## config.mk

```make
export PLATFORM = sky130hd
export DESIGN_NAME = lock_detect_soft_mute
export DESIGN_NICKNAME = d
export VERILOG_FILES = /design/src/rtl/mute_lock_pkg.sv /design/src/rtl/level_sync.sv /design/src/rtl/cosine_ramp.sv /design/src/rtl/lock_detect_soft_mute.sv
export SDC_FILE = /design/constraint.sdc
export NUM_CORES = 1
export LEC_CHECK = 0
export BUFFER_PORTS_ARGS = -buffer_cell sky130_fd_sc_hd__buf_2
export CAP_MARGIN = 20
export CORE_UTILIZATION = 57
export DETAILED_ROUTE_END_ITERATION = 12
export PLACE_DENSITY = 0.95
export REMOVE_ABC_BUFFERS = 1
export SETUP_SLACK_MARGIN = 0.05
export SYNTH_ARGS = -nofsm -noshare
export SYNTH_HDL_FRONTEND = slang
export SYNTH_SLANG_ARGS = --single-unit
```

## constraint.sdc

```tcl
create_clock -name ref_clk -period 6.55 [get_ports ref_clk]
set_clock_uncertainty 0.05 [all_clocks]
set_input_delay 1.31 -clock ref_clk [delete_from_list [all_inputs] [get_ports ref_clk]]
set_output_delay 1.31 -clock ref_clk [all_outputs]
set_load 0.005 [all_outputs]
```

## src/rtl/mute_lock_pkg.sv

```systemverilog
// shared constants for lock detection and soft mute
package mute_lock_pkg;

  // ****************************************************************
  // clock and timing
  // ****************************************************************
  localparam int          CLK_HZ           = 100_000_000;
  localparam int          FS_MIN_HZ        = 28_000;
  localparam int          FS_MAX_HZ        = 100_000;
  // longest accepted sample period rounds down, shortest rounds up
  localparam int          PERIOD_MAX_CYC   = CLK_HZ / FS_MIN_HZ;
  localparam int          PERIOD_MIN_CYC   = (CLK_HZ + FS_MAX_HZ - 1) / FS_MAX_HZ;
  localparam int          PERIOD_W         = 12;
  localparam int          RAMP_STEPS       = 32;
  localparam int          SAMPLES_PER_STEP = 32;
  localparam int          GAIN_W           = 16;

  // ****************************************************************
  // register map (byte addresses)
  // ****************************************************************
  localparam int          ADDR_W           = 8;
  localparam logic [7:0]  CTRL_ADDR        = 8'h00;
  localparam logic [7:0]  STATUS_ADDR      = 8'h04;
  localparam logic [7:0]  IRQ_STAT_ADDR    = 8'h08;
  localparam logic [7:0]  IRQ_CLR_ADDR     = 8'h0c;
  localparam logic [7:0]  IRQ_EN_ADDR      = 8'h10;

  // ctrl fields and reset values
  localparam int          CTRL_MUTE_BIT    = 0;
  localparam int          CTRL_OOS_BIT     = 1;
  localparam logic [1:0]  CTRL_RESET       = 2'h3;

  // status fields
  localparam int          ST_PLL_LOCK      = 0;
  localparam int          ST_LOCK_OUT      = 1;
  localparam int          ST_RATE_OK       = 2;
  localparam int          ST_STATIC_MODE   = 3;
  localparam int          ST_FULL_MUTE     = 4;
  localparam int          ST_HARD_MUTE     = 5;

  // interrupt events
  localparam int          IRQ_N            = 3;
  localparam int          EV_LOCK_GAIN     = 0;
  localparam int          EV_LOCK_LOSS     = 1;
  localparam int          EV_RAMP_DONE     = 2;
  localparam logic [2:0]  IRQ_RESET        = 3'h0;

endpackage : mute_lock_pkg

```

## src/rtl/level_sync.sv

```systemverilog
// two flip-flop synchroniser for pin levels
`timescale 1ns/10ps
module level_sync #(
  parameter int WIDTH = 1
) (
  input  wire logic             ref_clk,
  input  wire logic             srst,
  input  wire logic [WIDTH-1:0] async_in,
  output logic      [WIDTH-1:0] sync_out
);

  logic [WIDTH-1:0] meta_r;

  // first stage feeds only the second stage
  always_ff @(posedge ref_clk) begin
    if (srst) begin
      meta_r   <= '0;
      sync_out <= '0;
    end else begin
      meta_r   <= async_in;
      sync_out <= meta_r;
    end
  end

endmodule // level_sync

```

## src/rtl/cosine_ramp.sv

```systemverilog
// raised-cosine gain ramp stepped by sample ticks
`timescale 1ns/10ps
module cosine_ramp
  import mute_lock_pkg::*;
(
  input  wire logic              ref_clk,
  input  wire logic              srst,
  input  wire logic              sample_tick,
  input  wire logic              mute_req,
  output logic      [GAIN_W-1:0] gain_r,
  output logic      [5:0]        pos_r,
  output logic                   done_r
);

  logic [4:0] sub_r;
  logic       at_end;
  logic [5:0] pos_nxt;

  // half-table of the attenuation curve, mirrored for the upper half
  function automatic logic [GAIN_W-1:0] atten(input logic [5:0] k);
    logic [4:0] m;
    logic [GAIN_W-1:0] h;
    m = (k > 6'h10) ? 5'(6'h20 - k) : k[4:0];
    case (m)
      5'h00: h = 16'h0000;  5'h01: h = 16'h004f;  5'h02: h = 16'h013b;
      5'h03: h = 16'h02c1;  5'h04: h = 16'h04df;  5'h05: h = 16'h078f;
      5'h06: h = 16'h0ac9;  5'h07: h = 16'h0e87;  5'h08: h = 16'h12bf;
      5'h09: h = 16'h1766;  5'h0a: h = 16'h1c71;  5'h0b: h = 16'h21d4;
      5'h0c: h = 16'h2782;  5'h0d: h = 16'h2d6c;  5'h0e: h = 16'h3383;
      5'h0f: h = 16'h39ba;  default: h = 16'h4000;
    endcase
    return (k > 6'h10) ? 16'h7fff - h : h;
  endfunction

  assign at_end  = mute_req ? (pos_r == 6'(RAMP_STEPS)) : (pos_r == 6'h00);
  assign pos_nxt = mute_req ? pos_r + 6'h01 : pos_r - 6'h01;

  // start fully muted so register-mode start-up is silent
  always_ff @(posedge ref_clk) begin
    if (srst) begin
      pos_r  <= 6'(RAMP_STEPS);
      sub_r  <= 5'h00;
      gain_r <= 16'h0000;
      done_r <= 1'b0;
    end else begin
      done_r <= 1'b0;
      if (at_end) begin
        sub_r <= 5'h00;
      end else if (sample_tick) begin
        sub_r <= sub_r + 5'h01;
        if (sub_r == 5'(SAMPLES_PER_STEP - 1)) begin
          pos_r  <= pos_nxt;
          done_r <= (pos_nxt == 6'(RAMP_STEPS)) || (pos_nxt == 6'h00);
        end
      end
      gain_r <= 16'h7fff - atten(pos_r);
    end
  end
endmodule // cosine_ramp

```

## src/rtl/lock_detect_soft_mute.sv

```systemverilog
// lock indication, auto mute and soft mute control
`timescale 1ns/10ps

module lock_detect_soft_mute
  import mute_lock_pkg::*;
(
  input  wire logic              ref_clk,
  input  wire logic              srst,
  input  wire logic              pll_lock_pin,
  input  wire logic              decoder_locked,
  input  wire logic              pcm_flag,
  input  wire logic              sample_tick,
  input  wire logic              control_mode_select,
  input  wire logic              mute_pin,
  input  wire logic [ADDR_W-1:0] reg_addr,
  input  wire logic [31:0]       reg_wdata,
  input  wire logic              reg_wr,
  input  wire logic              reg_rd,
  output logic      [31:0]       reg_rdata,
  output logic                   lock_out_r,
  output logic                   hard_mute_r,
  output logic      [GAIN_W-1:0] gain_r,
  output logic                   irq_r
);

  // ****************************************************************
  // pin synchronisers
  // ****************************************************************
  logic [2:0] pins_s;
  logic       pll_s;
  logic       static_mode;
  logic       mute_pin_s;

  level_sync #(
    .WIDTH    (3)
  ) u_sync (
    .ref_clk  (ref_clk),
    .srst     (srst),
    .async_in ({mute_pin, control_mode_select, pll_lock_pin}),
    .sync_out (pins_s)
  );

  assign pll_s       = pins_s[0];
  assign static_mode = pins_s[1];
  assign mute_pin_s  = pins_s[2];

  // ****************************************************************
  // sample rate window
  // ****************************************************************
  logic [PERIOD_W-1:0] period_cnt_r;
  logic                rate_ok_r;
  logic                period_long;
  logic                period_in_range;

  assign period_long     = period_cnt_r > PERIOD_W'(PERIOD_MAX_CYC);
  assign period_in_range = !period_long && (period_cnt_r >= PERIOD_W'(PERIOD_MIN_CYC));

  // counter saturates so a dead input reads as out of range
  always_ff @(posedge ref_clk) begin
    if (srst) begin
      period_cnt_r <= '0;
      rate_ok_r    <= 1'b0;
    end else if (sample_tick) begin
      period_cnt_r <= PERIOD_W'(1);
      rate_ok_r    <= period_in_range;
    end else begin
      if (!period_long) period_cnt_r <= period_cnt_r + PERIOD_W'(1);
      if (period_long) rate_ok_r <= 1'b0;
    end
  end

  // ****************************************************************
  // lock combination
  // ****************************************************************
  logic locked_w;
  logic lock_nxt;
  logic locked_d_r;

  assign locked_w = pll_s && decoder_locked && rate_ok_r;
  assign lock_nxt = locked_w && pcm_flag;

  always_ff @(posedge ref_clk) begin
    if (srst) begin
      lock_out_r <= 1'b0;
      locked_d_r <= 1'b0;
    end else begin
      lock_out_r <= lock_nxt;
      locked_d_r <= locked_w;
    end
  end

  // ****************************************************************
  // control register and mute selection
  // ****************************************************************
  logic [1:0] ctrl_r;
  logic       mute_bit;
  logic       oos_enable;
  logic       mute_req_w;
  logic       hard_nxt;

  assign mute_bit   = ctrl_r[CTRL_MUTE_BIT];
  assign oos_enable = ctrl_r[CTRL_OOS_BIT];
  // register mode never looks at the pin
  assign mute_req_w = static_mode ? mute_pin_s : mute_bit;
  assign hard_nxt   = oos_enable && !locked_w;

  always_ff @(posedge ref_clk) begin
    if (srst) begin
      hard_mute_r <= 1'b1;
    end else begin
      hard_mute_r <= hard_nxt;
    end
  end

  // ****************************************************************
  // soft mute ramp
  // ****************************************************************
  logic [5:0] ramp_pos;
  logic       ramp_done;

  cosine_ramp u_ramp (
    .ref_clk     (ref_clk),
    .srst        (srst),
    .sample_tick (sample_tick),
    .mute_req    (mute_req_w),
    .gain_r      (gain_r),
    .pos_r       (ramp_pos),
    .done_r      (ramp_done)
  );

  // ****************************************************************
  // register port
  // ****************************************************************
  logic             wr_ctrl;
  logic             wr_clr;
  logic             wr_en;
  logic [IRQ_N-1:0] irq_stat_r;
  logic [IRQ_N-1:0] irq_en_r;
  logic [IRQ_N-1:0] events_w;
  logic [IRQ_N-1:0] irq_stat_nxt;
  logic [31:0]      status_w;
  logic [31:0]      rdata_nxt;

  assign wr_ctrl = reg_wr && (reg_addr == CTRL_ADDR);
  assign wr_clr  = reg_wr && (reg_addr == IRQ_CLR_ADDR);
  assign wr_en   = reg_wr && (reg_addr == IRQ_EN_ADDR);

  assign status_w = {26'h0, hard_mute_r, (ramp_pos == 6'(RAMP_STEPS)), static_mode,
                     rate_ok_r, lock_out_r, pll_s};

  assign rdata_nxt = (reg_addr == CTRL_ADDR)     ? {30'h0, ctrl_r} :
                     (reg_addr == STATUS_ADDR)   ? status_w :
                     (reg_addr == IRQ_STAT_ADDR) ? {29'h0, irq_stat_r} :
                     (reg_addr == IRQ_EN_ADDR)   ? {29'h0, irq_en_r} :
                     32'h0;

  assign events_w[EV_LOCK_GAIN] = locked_w && !locked_d_r;
  assign events_w[EV_LOCK_LOSS] = !locked_w && locked_d_r;
  assign events_w[EV_RAMP_DONE] = ramp_done;

  // a new event wins over a clear in the same cycle
  assign irq_stat_nxt = (irq_stat_r & ~(wr_clr ? reg_wdata[IRQ_N-1:0] : '0)) | events_w;

  // mute bit resets set, so in register mode the controller must clear it for audio
  always_ff @(posedge ref_clk) begin
    if (srst) begin
      ctrl_r     <= CTRL_RESET;
      irq_stat_r <= IRQ_RESET;
      irq_en_r   <= IRQ_RESET;
      irq_r      <= 1'b0;
      reg_rdata  <= 32'h0;
    end else begin
      if (wr_ctrl) ctrl_r <= reg_wdata[1:0];
      if (wr_en) irq_en_r <= reg_wdata[IRQ_N-1:0];
      irq_stat_r <= irq_stat_nxt;
      irq_r      <= |(irq_stat_nxt & (wr_en ? reg_wdata[IRQ_N-1:0] : irq_en_r));
      reg_rdata  <= reg_rd ? rdata_nxt : 32'h0;
    end
  end
endmodule // lock_detect_soft_mute

```

==> flow_metrics.env <==
export IMPL_cpMostUsedCell="inv_1"
export IMPL_slew_limit_headroom_pct=52.31
export IMPL_cts_clk_slew_worst_paths_ns=0.08
export IMPL_cap_violations=0
export IMPL_drt_iter0_drc=277
export IMPL_grt_pass1_vias=2705
export IMPL_crit_path_max_incr_delay_ns=0.79
export IMPL_clk_latency_ns=0.35
export IMPL_die_area_um2=6617
export IMPL_synth_area_top_cells="dfxtp_1 (36%), mux2i_1 (7.5%), buf_4 (5.9%)"
export IMPL_grt_pass1_wl_mm=12.23
export IMPL_cp_required_ns=6.76
export IMPL_layout_cells_non_filler=522
export IMPL_holdPathStages=1
export IMPL_hpwl_mm=5.025
export IMPL_synth_cells=408
export IMPL_slowest_stage="dfxtp_1"
export IMPL_mostFrequentLayoutCell="dfxtp_1"
export IMPL_final_hold_violation_count=0
export IMPL_die_y_um=81.35
export IMPL_tns_ns=0
export IMPL_drtAntennaViolNets=0
export IMPL_rsz0062_at_grt="no"
export IMPL_fp_coreArea_um2=5991
export IMPL_async_flop_share_pct=0
export IMPL_drt_first_pass_iters=5
export IMPL_hold_path_class="reg -> reg"
export IMPL_setup_viol=0
export IMPL_overflow=0
export IMPL_crit_type="reg -> reg"
export IMPL_num_fill_cells=446
export IMPL_synth_seq_area_share_pct=35.70
export IMPL_io_pins=101
export IMPL_synth_cell_area_um2=3588
export IMPL_max_freq_mhz=278.4
export IMPL_ys_ff_latch=64
export IMPL_routed_wl_mm=7.307
export IMPL_final_nets=507
export IMPL_status="complete, no violations"
export IMPL_period_share_pct=54.83
export IMPL_dpl_cell_count=506
export IMPL_grt_max_degree=28
export IMPL_cts_hold_buffers=0
export IMPL_place_congestion=0.8821
export IMPL_grt_use_total_pct=24.05
export IMPL_numPortBuffers=44
export IMPL_cts_inserted_buffers=9
export IMPL_path_cells="inv_1 > ha_1 > o21bai_1 > xnor2_1 > inv_1 > nor2_1 > a21oi_1 > a311oi_1 > mux2i_1"
export IMPL_layout_common_cells="dfxtp_1 (64), nor2_1 (44), buf_2 (44)"
export IMPL_die_w_um=81.35
export IMPL_h_tree_depth=3
export IMPL_p_leak_nw=1.693
export IMPL_syn_area_per_cell_um2=8.795
export IMPL_vias=3007
export IMPL_syn_to_final_growth_pct=8.752
export IMPL_vias_per_cell=5.761
export IMPL_cts_resized_gates=0
export IMPL_diodes=0
export IMPL_clkSinkCount=64
export IMPL_synth_top_area_cell="dfxtp_1"
export IMPL_cts_setup_buffers=0
export IMPL_rows=28
export IMPL_cts_root_buf="clkbuf_8"
export IMPL_drc=0
export IMPL_worst_path_max_fanout=18
export IMPL_start_util_pct=59.90
export IMPL_synthFlopType="dfxtp_1"
export IMPL_place_ws_ns=3.117
export IMPL_clk_path_buf_depth=2
export IMPL_ir_drop_mv=0.1365
export IMPL_min_period_ns=3.591
export IMPL_cp_start_kind="flip-flop"
export IMPL_synth_edf_count=0
export IMPL_endpoint_kind="flip-flop"
export IMPL_final_util_pct=65.14
export IMPL_worstPathArrival_ns=3.80
export IMPL_wire_per_inst_um=14.00
export IMPL_powerDensity_nw_per_um2=198.4
export IMPL_slew_viol_final=0
export IMPL_yosysTopAreaCellShare_pct=35.70
export IMPL_worstRegToRegCells=9
export IMPL_antenna_found_initial=0
export IMPL_synth_cell_types=64
export IMPL_ys_warn_count=0
export IMPL_cts_tree="done"
export IMPL_max_slew_worst_pin_slew_ns=0.7144
export IMPL_drive_above_1_share_pct=16.33
export IMPL_fin_ws_ns=2.959
## layer usage
| metal | global-route usage, % | part of all wire, % | vias up |
|---|---|---|---|
| met5 | 0 | 0 | - |
| met1 | 28.52 | 42 | 1397 |
| li1 | - | - | 1448 |
| met2 | 40.83 | 49 | 140 |
| met4 | 12.14 | 2.2 | 0 |
| met3 | 4.831 | 6.5 | 22 |
## power breakdown
part / total (mW) / internal [mW] / switching (mW)
registers: 0.395 / 0.392 / 0.00246
clock network: 0.348 / 0.187 / 0.161
logic: 0.0322 / 0.0115 / 0.0206
total: 0.774 / 0.591 / 0.184
## layout make-up
type                    count  area [um2]  share of cell area (%)
well taps                  75       93.84                   2.405
flip-flops and latches     64        1281                   32.83
clock buffers              10       137.6                   3.527
inverters                  16       60.06                   1.539
multi-input cells         307        2042                   52.32
clock inverters             6       67.56                   1.731
repair buffers             44       220.2                   5.643
## path summary, 6_finish.rpt
check | from | to | slack (ns)
worst max register to register | u_ramp.pos_r[0] | u_ramp.gain_r[3] | 2.96
worst max-delay path | u_ramp.pos_r[0] | u_ramp.gain_r[3] | 2.96
worst min-delay path | u_sync.meta_r[2] | u_sync.sync_out[2] | 0.39
worst min register to register | u_sync.meta_r[2] | u_sync.sync_out[2] | 0.39
## cells in the mapped netlist, drive strengths merged (2+ instances only)
cell and count:
xnor2 19, or3 3, or2 5, a311oi 2, dfxtp 64, nor4 7, a21oi 22, nor4b 2
xor2 4, nand4 4, nand4b 2, clkbuf 10, o21bai 2, and2 5, a21o 3, nor3 10
nand2 22, o221ai 5, ha 14, a211oi 5, o211ai 5, nand3 8, mux2i 27, nor2b 13
o21ai 13, a211o 2, or2b 2, or4 2, nor2 45, a31oi 3, buf 37, o311a 2
mux2 2, inv 15, nand3b 4
## registers in the layout, indices dropped and copies added (netlist names), 3 cells and up
| name | cells |
|---|---|
| u_ramp.gain_r | 15 |
| period_cnt_r | 12 |
| reg_rdata | 6 |
| u_ramp.pos_r | 6 |
| u_ramp.sub_r | 5 |
| irq_en_r | 3 |
| irq_stat_r | 3 |
| u_sync.meta_r | 3 |
| u_sync.sync_out | 3 |
## cells by family after synthesis
kind of cell,Yosys count,synth area share (%)
xor gates and xnor gates,23,5.614
and+or+nand+nor,138,19.91
other,1,0.1045
buffers and inverters,63,10.11
DFF,64,35.70
AOI/OAI and AO/OA,75,14.85
muxes,29,8.263
adders and majority gates,15,5.439
## critical path, delay by kind of cell, from the launching register on
| kind | cells | cell delay [ns] |
|---|---|---|
| xor gates and xnor gates | 1 | 0.41 |
| muxes | 1 | 0.29 |
| buffers and inverters | 2 | 0.71 |
| adders and majority gates | 1 | 0.39 |
| and+or+nand+nor | 1 | 0.22 |
| DFF | 1 | 0.79 |
| AOI/OAI and AO/OA | 3 | 0.64 |
## stage by stage
step           hold WS (ns)  cell area (um2)  total power, mW
5_1_grt              0.4268             3902           0.7984
3_5_place_dp         0.3761             3697           0.4350
6_report             0.3883             3902           0.7744
2_1_floorplan        0.3638             3383           0.4196
4_1_cts              0.3934             3902           0.7761
3_3_place_gp         0.3671             3697           0.4336
Power figures use the tool's default switching activity.
